`src/pkg/acc_pkg.sv`:
```
package acc_pkg;

	// ==========================================================
	// channels and bus
	// ==========================================================
	localparam int NUM_CHAN = 4;
	localparam int ADR_W = 18;
	localparam int IDX_W = 16;

	// ==========================================================
	// register indices, byte address is four times the index
	// ==========================================================
	localparam logic [IDX_W-1:0] IDX_CFG_AB = 16'ha038;
	localparam logic [IDX_W-1:0] IDX_CFG_CD = 16'ha039;
	localparam logic [IDX_W-1:0] IDX_FIRST_DAC_THRESHOLD = 16'ha03a;
	localparam logic [IDX_W-1:0] IDX_SECOND_DAC_THRESHOLD = 16'ha03b;
	localparam logic [IDX_W-1:0] IDX_STATUS = 16'ha03d;

	// ==========================================================
	// reset values and field positions
	// ==========================================================
	localparam logic [7:0] RST_CFG = 8'h00;
	localparam logic [7:0] RST_VTH = 8'h00;
	localparam logic [3:0] RST_FLAGS = 4'h0;
	localparam logic [3:0] RST_FILTER_ON = 4'h0;
	localparam int STATUS_FLAG_LSB = 4;
	localparam int STATUS_LEVEL_LSB = 0;
	localparam int CFG_HI_LSB = 4;
	localparam int CFG_LO_LSB = 0;

	// ==========================================================
	// glitch filter
	// ==========================================================
	localparam int FILTER_CYCLES = 16;
	localparam int FILTER_CNT_W = 4;
	localparam logic [FILTER_CNT_W-1:0] FILTER_LAST =
		FILTER_CNT_W'(FILTER_CYCLES - 1);

	// ==========================================================
	// types
	// ==========================================================
	typedef struct packed {
		logic enable;
		logic threshold_select;
		logic irq_enable;
		logic invert;
	} acc_chan_cfg_type;

	typedef struct packed {
		logic we;
		logic lane0;
		logic [IDX_W-1:0] idx;
		logic [7:0] wdata;
	} acc_bus_req_type;

	typedef enum logic [0:0] {
		ACC_BUS_IDLE = 1'b0,
		ACC_BUS_ACK = 1'b1
	} acc_bus_state_type;

endpackage

```
`src/rtl/acc_chan.sv`:
```
`timescale 1ns/1ps
module acc_chan
	import acc_pkg::*;
(
	input wire logic clk_in,
	input wire logic reset_n_in,
	input wire logic raw_in,
	input wire logic enable_in,
	input wire logic invert_in,
	input wire logic filter_on_in,
	output logic level_out,
	output logic toggle_out
);

	// ==========================================================
	// synchroniser, a change counts once stages two and three agree
	// ==========================================================
	logic [2:0] sync_q;
	logic [2:0] sync_d;
	logic settled_q;
	logic settled_d;
	logic filt_q;
	logic filt_d;
	logic [FILTER_CNT_W-1:0] cnt_q;
	logic [FILTER_CNT_W-1:0] cnt_d;
	logic level_q;
	logic level_d;
	logic toggle_q;
	logic toggle_d;
	logic cand;

	always_comb begin
		sync_d = {sync_q[1:0], raw_in};
		settled_d = settled_q;
		if (sync_q[1] == sync_q[2]) begin
			settled_d = sync_q[2];
		end
		cand = settled_q ^ invert_in;
		filt_d = filt_q;
		cnt_d = '0;
		if (!filter_on_in) begin
			filt_d = cand;
		end else if (cand != filt_q) begin
			// accepted only after a full run of equal samples
			if (cnt_q == FILTER_LAST) begin
				filt_d = cand;
			end else begin
				cnt_d = cnt_q + FILTER_CNT_W'(1);
			end
		end
		level_d = enable_in ? filt_q : 1'b0;
		toggle_d = enable_in && (level_d != level_q);
	end

	always_ff @(posedge clk_in or negedge reset_n_in) begin
		if (!reset_n_in) begin
			sync_q <= 3'h0;
			settled_q <= 1'b0;
			filt_q <= 1'b0;
			cnt_q <= '0;
			level_q <= 1'b0;
			toggle_q <= 1'b0;
		end else begin
			sync_q <= sync_d;
			settled_q <= settled_d;
			filt_q <= filt_d;
			cnt_q <= cnt_d;
			level_q <= level_d;
			toggle_q <= toggle_d;
		end
	end

	assign level_out = level_q;
	assign toggle_out = toggle_q;

endmodule

```
`src/rtl/acc_top.sv`:
```
// How it works
// - Four channels each have an enable bit, and a disabled channel powers down with its other configuration bits held at zero.
// - Comparator A uses the first DAC threshold when its select bit is zero and the second when it is one.
// - Comparators B, C and D use the first DAC threshold when select is zero and the external threshold when it is one.
// - A polarity bit of one inverts the comparator result before any further use, zero passes it unchanged.
// - Only a channel with its interrupt enable set can drive the comparator interrupt request.
// - Software reads each comparator's current level through the status register without any latching.
// - Every comparator level feeds an edge detector where both rising and falling edges are events.
// - The first threshold register holds an 8-bit DAC code from zero volts at 0x00 to full scale at 0xff.
// - A channel's event flag sets when its level toggles while enabled and stays set until software clears it.
// - A disabled comparator's live level reads as low whatever the analog inputs do.
// - With its filter on, a channel accepts a new level only after it has held for 16 clock cycles.
// - The second threshold register uses the same 8-bit code and also drives the DAC voltage output.
`timescale 1ns/1ps
module acc_top
	import acc_pkg::*;
(
	input wire logic clk_in,
	input wire logic reset_n_in,
	input wire logic wb_cyc_in,
	input wire logic wb_stb_in,
	input wire logic wb_we_in,
	input wire logic [ADR_W-1:0] wb_adr_in,
	input wire logic [3:0] wb_sel_in,
	input wire logic [31:0] wb_dat_in,
	output logic [31:0] wb_dat_out,
	output logic wb_ack_out,
	input wire logic [NUM_CHAN-1:0] comp_raw_in,
	output logic [NUM_CHAN-1:0] comp_enable_out,
	output logic [NUM_CHAN-1:0] comp_threshold_select_out,
	output logic [7:0] first_dac_threshold_out,
	output logic [7:0] second_dac_threshold_out,
	output logic comp_irq_out
);

	// ==========================================================
	// state
	// ==========================================================
	acc_bus_state_type state_q;
	acc_bus_state_type state_d;
	logic ack_q;
	logic ack_d;
	logic [7:0] rdata_q;
	logic [7:0] rdata_d;
	acc_bus_req_type req;
	logic wr_now;

	acc_chan_cfg_type [NUM_CHAN-1:0] cfg_q;
	acc_chan_cfg_type [NUM_CHAN-1:0] cfg_d;
	logic [7:0] first_dac_threshold_q;
	logic [7:0] first_dac_threshold_d;
	logic [7:0] second_dac_threshold_q;
	logic [7:0] second_dac_threshold_d;
	logic [NUM_CHAN-1:0] filter_on_q;
	logic [NUM_CHAN-1:0] filter_on_d;
	logic [NUM_CHAN-1:0] flag_q;
	logic [NUM_CHAN-1:0] flag_d;
	logic irq_q;
	logic irq_d;

	logic [NUM_CHAN-1:0] level;
	logic [NUM_CHAN-1:0] toggle;
	logic [NUM_CHAN-1:0] enables;
	logic [NUM_CHAN-1:0] flag_clear;
	logic [7:0] byte_ab;
	logic [7:0] byte_cd;

	// a disabled channel keeps nothing but its cleared enable
	function automatic acc_chan_cfg_type hold_cfg(input logic [3:0] v);
		acc_chan_cfg_type c;
		c = acc_chan_cfg_type'(v);
		if (!c.enable) begin
			c = acc_chan_cfg_type'(4'h0);
		end
		return c;
	endfunction

	// ==========================================================
	// per-channel front end
	// ==========================================================
	genvar gi;
	generate
		for (gi = 0; gi < NUM_CHAN; gi = gi + 1) begin : g_chan
			assign enables[gi] = cfg_q[gi].enable;
			acc_chan u_chan (
				.clk_in(clk_in),
				.reset_n_in(reset_n_in),
				.raw_in(comp_raw_in[gi]),
				.enable_in(cfg_q[gi].enable),
				.invert_in(cfg_q[gi].invert),
				.filter_on_in(filter_on_q[gi]),
				.level_out(level[gi]),
				.toggle_out(toggle[gi])
			);
		end
	endgenerate

	assign byte_ab = {cfg_q[0], cfg_q[1]};
	assign byte_cd = {cfg_q[2], cfg_q[3]};

	// ==========================================================
	// wishbone slave, answer one cycle after the request is seen
	// ==========================================================
	assign req.we = wb_we_in;
	assign req.lane0 = wb_sel_in[0];
	assign req.idx = wb_adr_in[ADR_W-1:2];
	assign req.wdata = wb_dat_in[7:0];

	// writes land on the edge where the master samples ack
	assign wr_now = (state_q == ACC_BUS_ACK) && wb_cyc_in && wb_stb_in &&
		req.we && req.lane0;

	always_comb begin
		state_d = state_q;
		ack_d = 1'b0;
		rdata_d = rdata_q;
		case (state_q)
			ACC_BUS_IDLE: begin
				if (wb_cyc_in && wb_stb_in) begin
					state_d = ACC_BUS_ACK;
					ack_d = 1'b1;
					case (req.idx)
						IDX_CFG_AB: rdata_d = byte_ab;
						IDX_CFG_CD: rdata_d = byte_cd;
						IDX_FIRST_DAC_THRESHOLD: rdata_d = first_dac_threshold_q;
						IDX_SECOND_DAC_THRESHOLD: rdata_d = second_dac_threshold_q;
						IDX_STATUS: rdata_d = {flag_q, level};
						default: rdata_d = 8'h00;
					endcase
				end
			end
			ACC_BUS_ACK: begin
				state_d = ACC_BUS_IDLE;
			end
			default: begin
				state_d = ACC_BUS_IDLE;
			end
		endcase
	end

	always_ff @(posedge clk_in or negedge reset_n_in) begin
		if (!reset_n_in) begin
			state_q <= ACC_BUS_IDLE;
			ack_q <= 1'b0;
			rdata_q <= 8'h00;
		end else begin
			state_q <= state_d;
			ack_q <= ack_d;
			rdata_q <= rdata_d;
		end
	end

	// ==========================================================
	// registers and event flags
	// ==========================================================
	always_comb begin
		cfg_d = cfg_q;
		first_dac_threshold_d = first_dac_threshold_q;
		second_dac_threshold_d = second_dac_threshold_q;
		filter_on_d = filter_on_q;
		flag_clear = 4'h0;
		if (wr_now) begin
			case (req.idx)
				IDX_CFG_AB: begin
					cfg_d[0] = hold_cfg(req.wdata[CFG_HI_LSB +: 4]);
					cfg_d[1] = hold_cfg(req.wdata[CFG_LO_LSB +: 4]);
				end
				IDX_CFG_CD: begin
					cfg_d[2] = hold_cfg(req.wdata[CFG_HI_LSB +: 4]);
					cfg_d[3] = hold_cfg(req.wdata[CFG_LO_LSB +: 4]);
				end
				IDX_FIRST_DAC_THRESHOLD: first_dac_threshold_d = req.wdata;
				IDX_SECOND_DAC_THRESHOLD: second_dac_threshold_d = req.wdata;
				IDX_STATUS: begin
					filter_on_d = req.wdata[STATUS_LEVEL_LSB +: NUM_CHAN];
					flag_clear = req.wdata[STATUS_FLAG_LSB +: NUM_CHAN];
				end
				default: begin
					cfg_d = cfg_q;
				end
			endcase
		end
		// filters of powered-down channels fall back to off
		filter_on_d = filter_on_d & {cfg_d[3].enable, cfg_d[2].enable,
			cfg_d[1].enable, cfg_d[0].enable};
		// write one to clear, a same-cycle event wins over the clear
		flag_d = (flag_q & ~flag_clear) | (toggle & enables);
		irq_d = |(flag_q & {cfg_q[3].irq_enable, cfg_q[2].irq_enable,
			cfg_q[1].irq_enable, cfg_q[0].irq_enable});
	end

	always_ff @(posedge clk_in or negedge reset_n_in) begin
		if (!reset_n_in) begin
			cfg_q[0] <= acc_chan_cfg_type'(RST_CFG[CFG_HI_LSB +: 4]);
			cfg_q[1] <= acc_chan_cfg_type'(RST_CFG[CFG_LO_LSB +: 4]);
			cfg_q[2] <= acc_chan_cfg_type'(RST_CFG[CFG_HI_LSB +: 4]);
			cfg_q[3] <= acc_chan_cfg_type'(RST_CFG[CFG_LO_LSB +: 4]);
			first_dac_threshold_q <= RST_VTH;
			second_dac_threshold_q <= RST_VTH;
			filter_on_q <= RST_FILTER_ON;
			flag_q <= RST_FLAGS;
			irq_q <= 1'b0;
		end else begin
			cfg_q <= cfg_d;
			first_dac_threshold_q <= first_dac_threshold_d;
			second_dac_threshold_q <= second_dac_threshold_d;
			filter_on_q <= filter_on_d;
			flag_q <= flag_d;
			irq_q <= irq_d;
		end
	end

	// ==========================================================
	// outputs, all from flops
	// ==========================================================
	// the filter enables sit under the live levels, so they are write-only
	assign wb_dat_out = {24'h000000, rdata_q};
	assign wb_ack_out = ack_q;
	assign comp_enable_out = enables;
	// A: 0 first DAC, 1 second DAC; B-D: 0 first DAC, 1 external pin
	assign comp_threshold_select_out = {cfg_q[3].threshold_select,
		cfg_q[2].threshold_select, cfg_q[1].threshold_select,
		cfg_q[0].threshold_select};
	assign first_dac_threshold_out = first_dac_threshold_q;
	assign second_dac_threshold_out = second_dac_threshold_q;
	assign comp_irq_out = irq_q;

endmodule

```
`config.mk`:
```
export PLATFORM = sky130hd
export DESIGN_NAME = acc_top
export DESIGN_NICKNAME = d
export VERILOG_FILES = /design/src/pkg/acc_pkg.sv /design/src/rtl/acc_chan.sv /design/src/rtl/acc_top.sv
export SDC_FILE = /design/constraint.sdc
export NUM_CORES = 1
export LEC_CHECK = 0
export ABC_AREA = 1
export BUFFER_PORTS_ARGS = -buffer_cell sky130_fd_sc_hd__buf_2
export CAP_MARGIN = 25
export CORE_AREA = 2 2 118 120
export CTS_CLUSTER_SIZE = 16
export DETAILED_ROUTE_END_ITERATION = 8
export DIE_AREA = 0 0 120 122
export SYNTH_ARGS = -nofsm -noshare
export SYNTH_HDL_FRONTEND = slang
export SYNTH_SLANG_ARGS = --single-unit
```
`constraint.sdc`:
```
create_clock -name clk_in -period 2 [get_ports clk_in]
set_input_delay 0.1 -clock clk_in [delete_from_list [all_inputs] [get_ports clk_in]]
set_output_delay 0.1 -clock clk_in [all_outputs]
set_load 0.1 [all_outputs]
```
==> run summary <==
* 0 ps — TNS Setup
* 629 — layout net count
* 70 ps — Reg clk slew, reported paths
* 370 ps — delay of the slowest critical-path stage
* 3373 — vias post-DR
* 28 — Yosys cell types
* 120 um — width of the chip
* 13500 um2 — standard cell core area
* 3196 — via count of the first global-routing pass
* 516 uV — worst vdd rail ir drop
* 16.3 mm — global-route wire length before repair
* 0 — final hold violations
* 0 — number of remaining DRC errors
* 2230 ps — CP required
* 5 — # hold bufs at CTS
* in -> reg — Min-Delay Path Class
* 0 — post-CTS setup buffer count
* 67 — count of port buffers added during placement
* 94 — number of flip-flops and latches in the synthesized netlist
* finished, final reports clean — outcome
* built — TritonCTS clock tree
* 513 ps — slew at the pin with the worst max-slew slack
* 0 — number of antenna-violating nets in the routed design
* 0 — Max-Cap Viols
* reg -> reg — start-to-end type of the worst setup path
* 51.1% — Seq/Total Area, Yosys
* 16 — critical path fanouts, max
* 122 um — die height
* 0 — initial antenna violation count
* 0 — Final setup violation count
* 4600 um2 — synthesized area
* 7.32% — post-synthesis compound-gate area fraction
* 34.1% — initial standard-cell utilization of the core
* 100% — ys async rst share
* 9.98 mm — wire length after detailed routing
* 1.96% — fraction of the mapped netlist area in adder cells
* 0 — Post-synth EDFFs
* 189 — Initial DRC Count
* 9.29 um2 — mean area per synthesized cell
* 13.4 um — routed len/inst
* dfrtp_1 — most instantiated flip-flop cell in the synthesis netlist
* register — kind of capture point of the worst setup path
* 5300 um2 — summed area of non-filler cells in the final layout
* dfrtp_2 — slowest cell on the critical path
* 2.71 nW — Lkg Pwr
* 799 nW/um2 — pwr dens
* 495 — number of standard cells after synthesis
* 66.0% — headroom to the max-slew limit
* 0 — number of diodes added for antenna fixing
* 0 — total global routing overflow
* 340 ps — Clk Latency, worst-skew pair
* 7.27 mm — post-detail-place hpwl
* 8.18 ps — post-route clock skew
* 22.0% — fraction of final layout cells sized beyond drive strength 1
* nand3_1, nor2_4, nand3_4, nand2_1, o21ai_2, nand2_1, inv_1 — cells along the critical path
* 0 — PostCTS Resize Cnt
* 14600 um2 — Die Outline Area
* 25.7% — post-synthesis share of cell area spent on and, or, nand and nor gates
* simple AND/OR/NAND/NOR gates — Worst path top cell family by delay
* 3 — htree depth
* 83 — largest net degree at the start of global routing
* clkbuf_16 — Root Driver
* register — kind of launch point of the worst setup path
* 121 — io pins
* nand2_1 — most common library cell in the layout ignoring fill and taps
* false — RSZ-0062 raised after global routing
* 4 — router iterations before antenna repair
* 686 MHz — Max Clk Rate
* 1460 ps — final worst path period need
* 9 — Inserted Clock Buffers
* 3.05% — xor and xnor fraction of the mapped netlist area
* 72.9% — Final Cycle Share
* 0 — final number of max-transition violations
* simple AND/OR/NAND/NOR gates — dominant combinational cell family by area after synthesis
* 4970 um2 — placed instance area
* nand2_1 (114), dfrtp_1 (93), buf_2 (66), nand3_1 (47), inv_1 (46) — most used cells in the layout excluding fill and tap cells
* 2 — maximum number of buffers from clock root to sink
* 4.52 — number of vias per cell after detailed routing
* 0 — Yosys warning count
* 1690 ps — data arrival time of the critical path
* 15.3% — synth-to-layout area growth
* 1 — count of buffering cells on the critical path with inverters included
* nand2_1 — most common cell type on the critical path
* 14.4% — Global Route Usage Sum
* 0.758 — final weighted congestion in routability-driven placement
* 0% — multiplexer share of the synthesized area
* 94 — Sinks on Clock Net
* 43 — total number of placement rows
[state kept, by name (all words and copies together) (netlist names), 8 cells and up]
name,flops
first_dac_threshold_out,8
g_chan.u_chan.cnt_q,16
g_chan.u_chan.sync_q,12
rdata_q,8
second_dac_threshold_out,8
[synthesized netlist by cell type (2+ instances only)]
cell / count / area (um2)
nand3_4: 5 / 87.6
buf_2: 4 / 20.0
nor2_8: 5 / 100
ha_1: 4 / 50.1
nor3_1: 9 / 45.0
buf_6: 5 / 56.3
o21ai_0: 7 / 35.0
inv_1: 46 / 173
dfrtp_1: 94 / 2350
xor2_1: 9 / 78.8
o21ai_1: 18 / 90.1
buf_4: 33 / 248
o21ai_2: 19 / 166
xnor2_1: 7 / 61.3
nor2_4: 5 / 56.3
maj3_1: 4 / 40.0
nor2_1: 40 / 150
a21oi_1: 9 / 45.0
nand2_2: 2 / 12.5
nand4_1: 2 / 12.5
nor4_1: 2 / 12.5
nand3_1: 47 / 235
nand2_1: 114 / 428
[cell families (layout without fill, tap and decap cells)]
family          Yosys count  in the layout
xor+xnor                 16             16
fa+ha+maj                 8              8
compound gates           53             53
buf+inv                  88            137
simple gates            235            235
other cells               1             24
flops                    94             94
[per-stage QoR]
step	std cells	hold WS [ps]	util (%)	total power, mW	setup WS (ps)
2_1_floorplan	518	-196	-	2.56	287
3_3_place_gp	726	-42.0	36.8	2.66	542
3_5_place_dp	726	-38.3	36.8	2.67	528
4_1_cts	747	47.1	39.3	4.28	518
5_1_grt	747	59.1	39.3	4.39	416
6_report	747	54.5	39.3	4.24	543
[tightest hold or removal path, cell delays in order]
cell     delay [ps]
buf_2           110
nand2_1          90
o21ai_2          60
[metal layers]
| layer | global-route usage [%] | part of all wire, % | vias up |
|---|---|---|---|
| met1 | 18.1 | 44 | 1613 |
| met2 | 23.8 | 48 | 85 |
| li1 | - | - | 1661 |
| met3 | 4.31 | 6.1 | 14 |
| met4 | 4.56 | 1.5 | 0 |
| met5 | 0 | 0 | - |
[final cells by class]
cell class	count	area, um2
timing repair buffer	75	435
clock buffer	11	243
tap	180	225
inverter	46	173
multi-input combinational	336	1840
fill	1339	8200
sequential	94	2350
clock inverter	5	35.0
[path summary, 6_finish.rpt]
| check | start | end | slack (ps) | cells after the start |
|---|---|---|---|---|
| setup / recovery | wb_ack_out$_DFF_PN0_ | filter_on_q[1]$_DFF_PN0_ | 540 | 7 |
| hold / removal | wb_dat_in[4] | byte_cd[4]$_DFFE_PN0P_ | 50 | 3 |
| setup reg to reg | wb_ack_out$_DFF_PN0_ | filter_on_q[1]$_DFF_PN0_ | 540 | 7 |
| hold reg to reg | g_chan[2].u_chan.sync_q[0]$_DFF_PN0_ | g_chan[2].u_chan.sync_q[1]$_DFF_PN0_ | 350 | 0 |
| max in group asynchronous | reset_n_in | comp_threshold_select_out[0]$_DFFE_PN0P_ | 1180 | 3 |
| min in group asynchronous | reset_n_in | g_chan[3].u_chan.cnt_q[2]$_DFF_PN0_ | 140 | 2 |
[where the power goes]
group | leakage (nW) | internal (mW) | total (mW) | switching (mW)
Combinational | 1.36 | 0.103 | 0.648 | 0.544
Sequential | 1.23 | 1.95 | 1.99 | 0.0349
Clock | 0.124 | 0.875 | 1.60 | 0.725
Power figures use the tool's default switching activity.
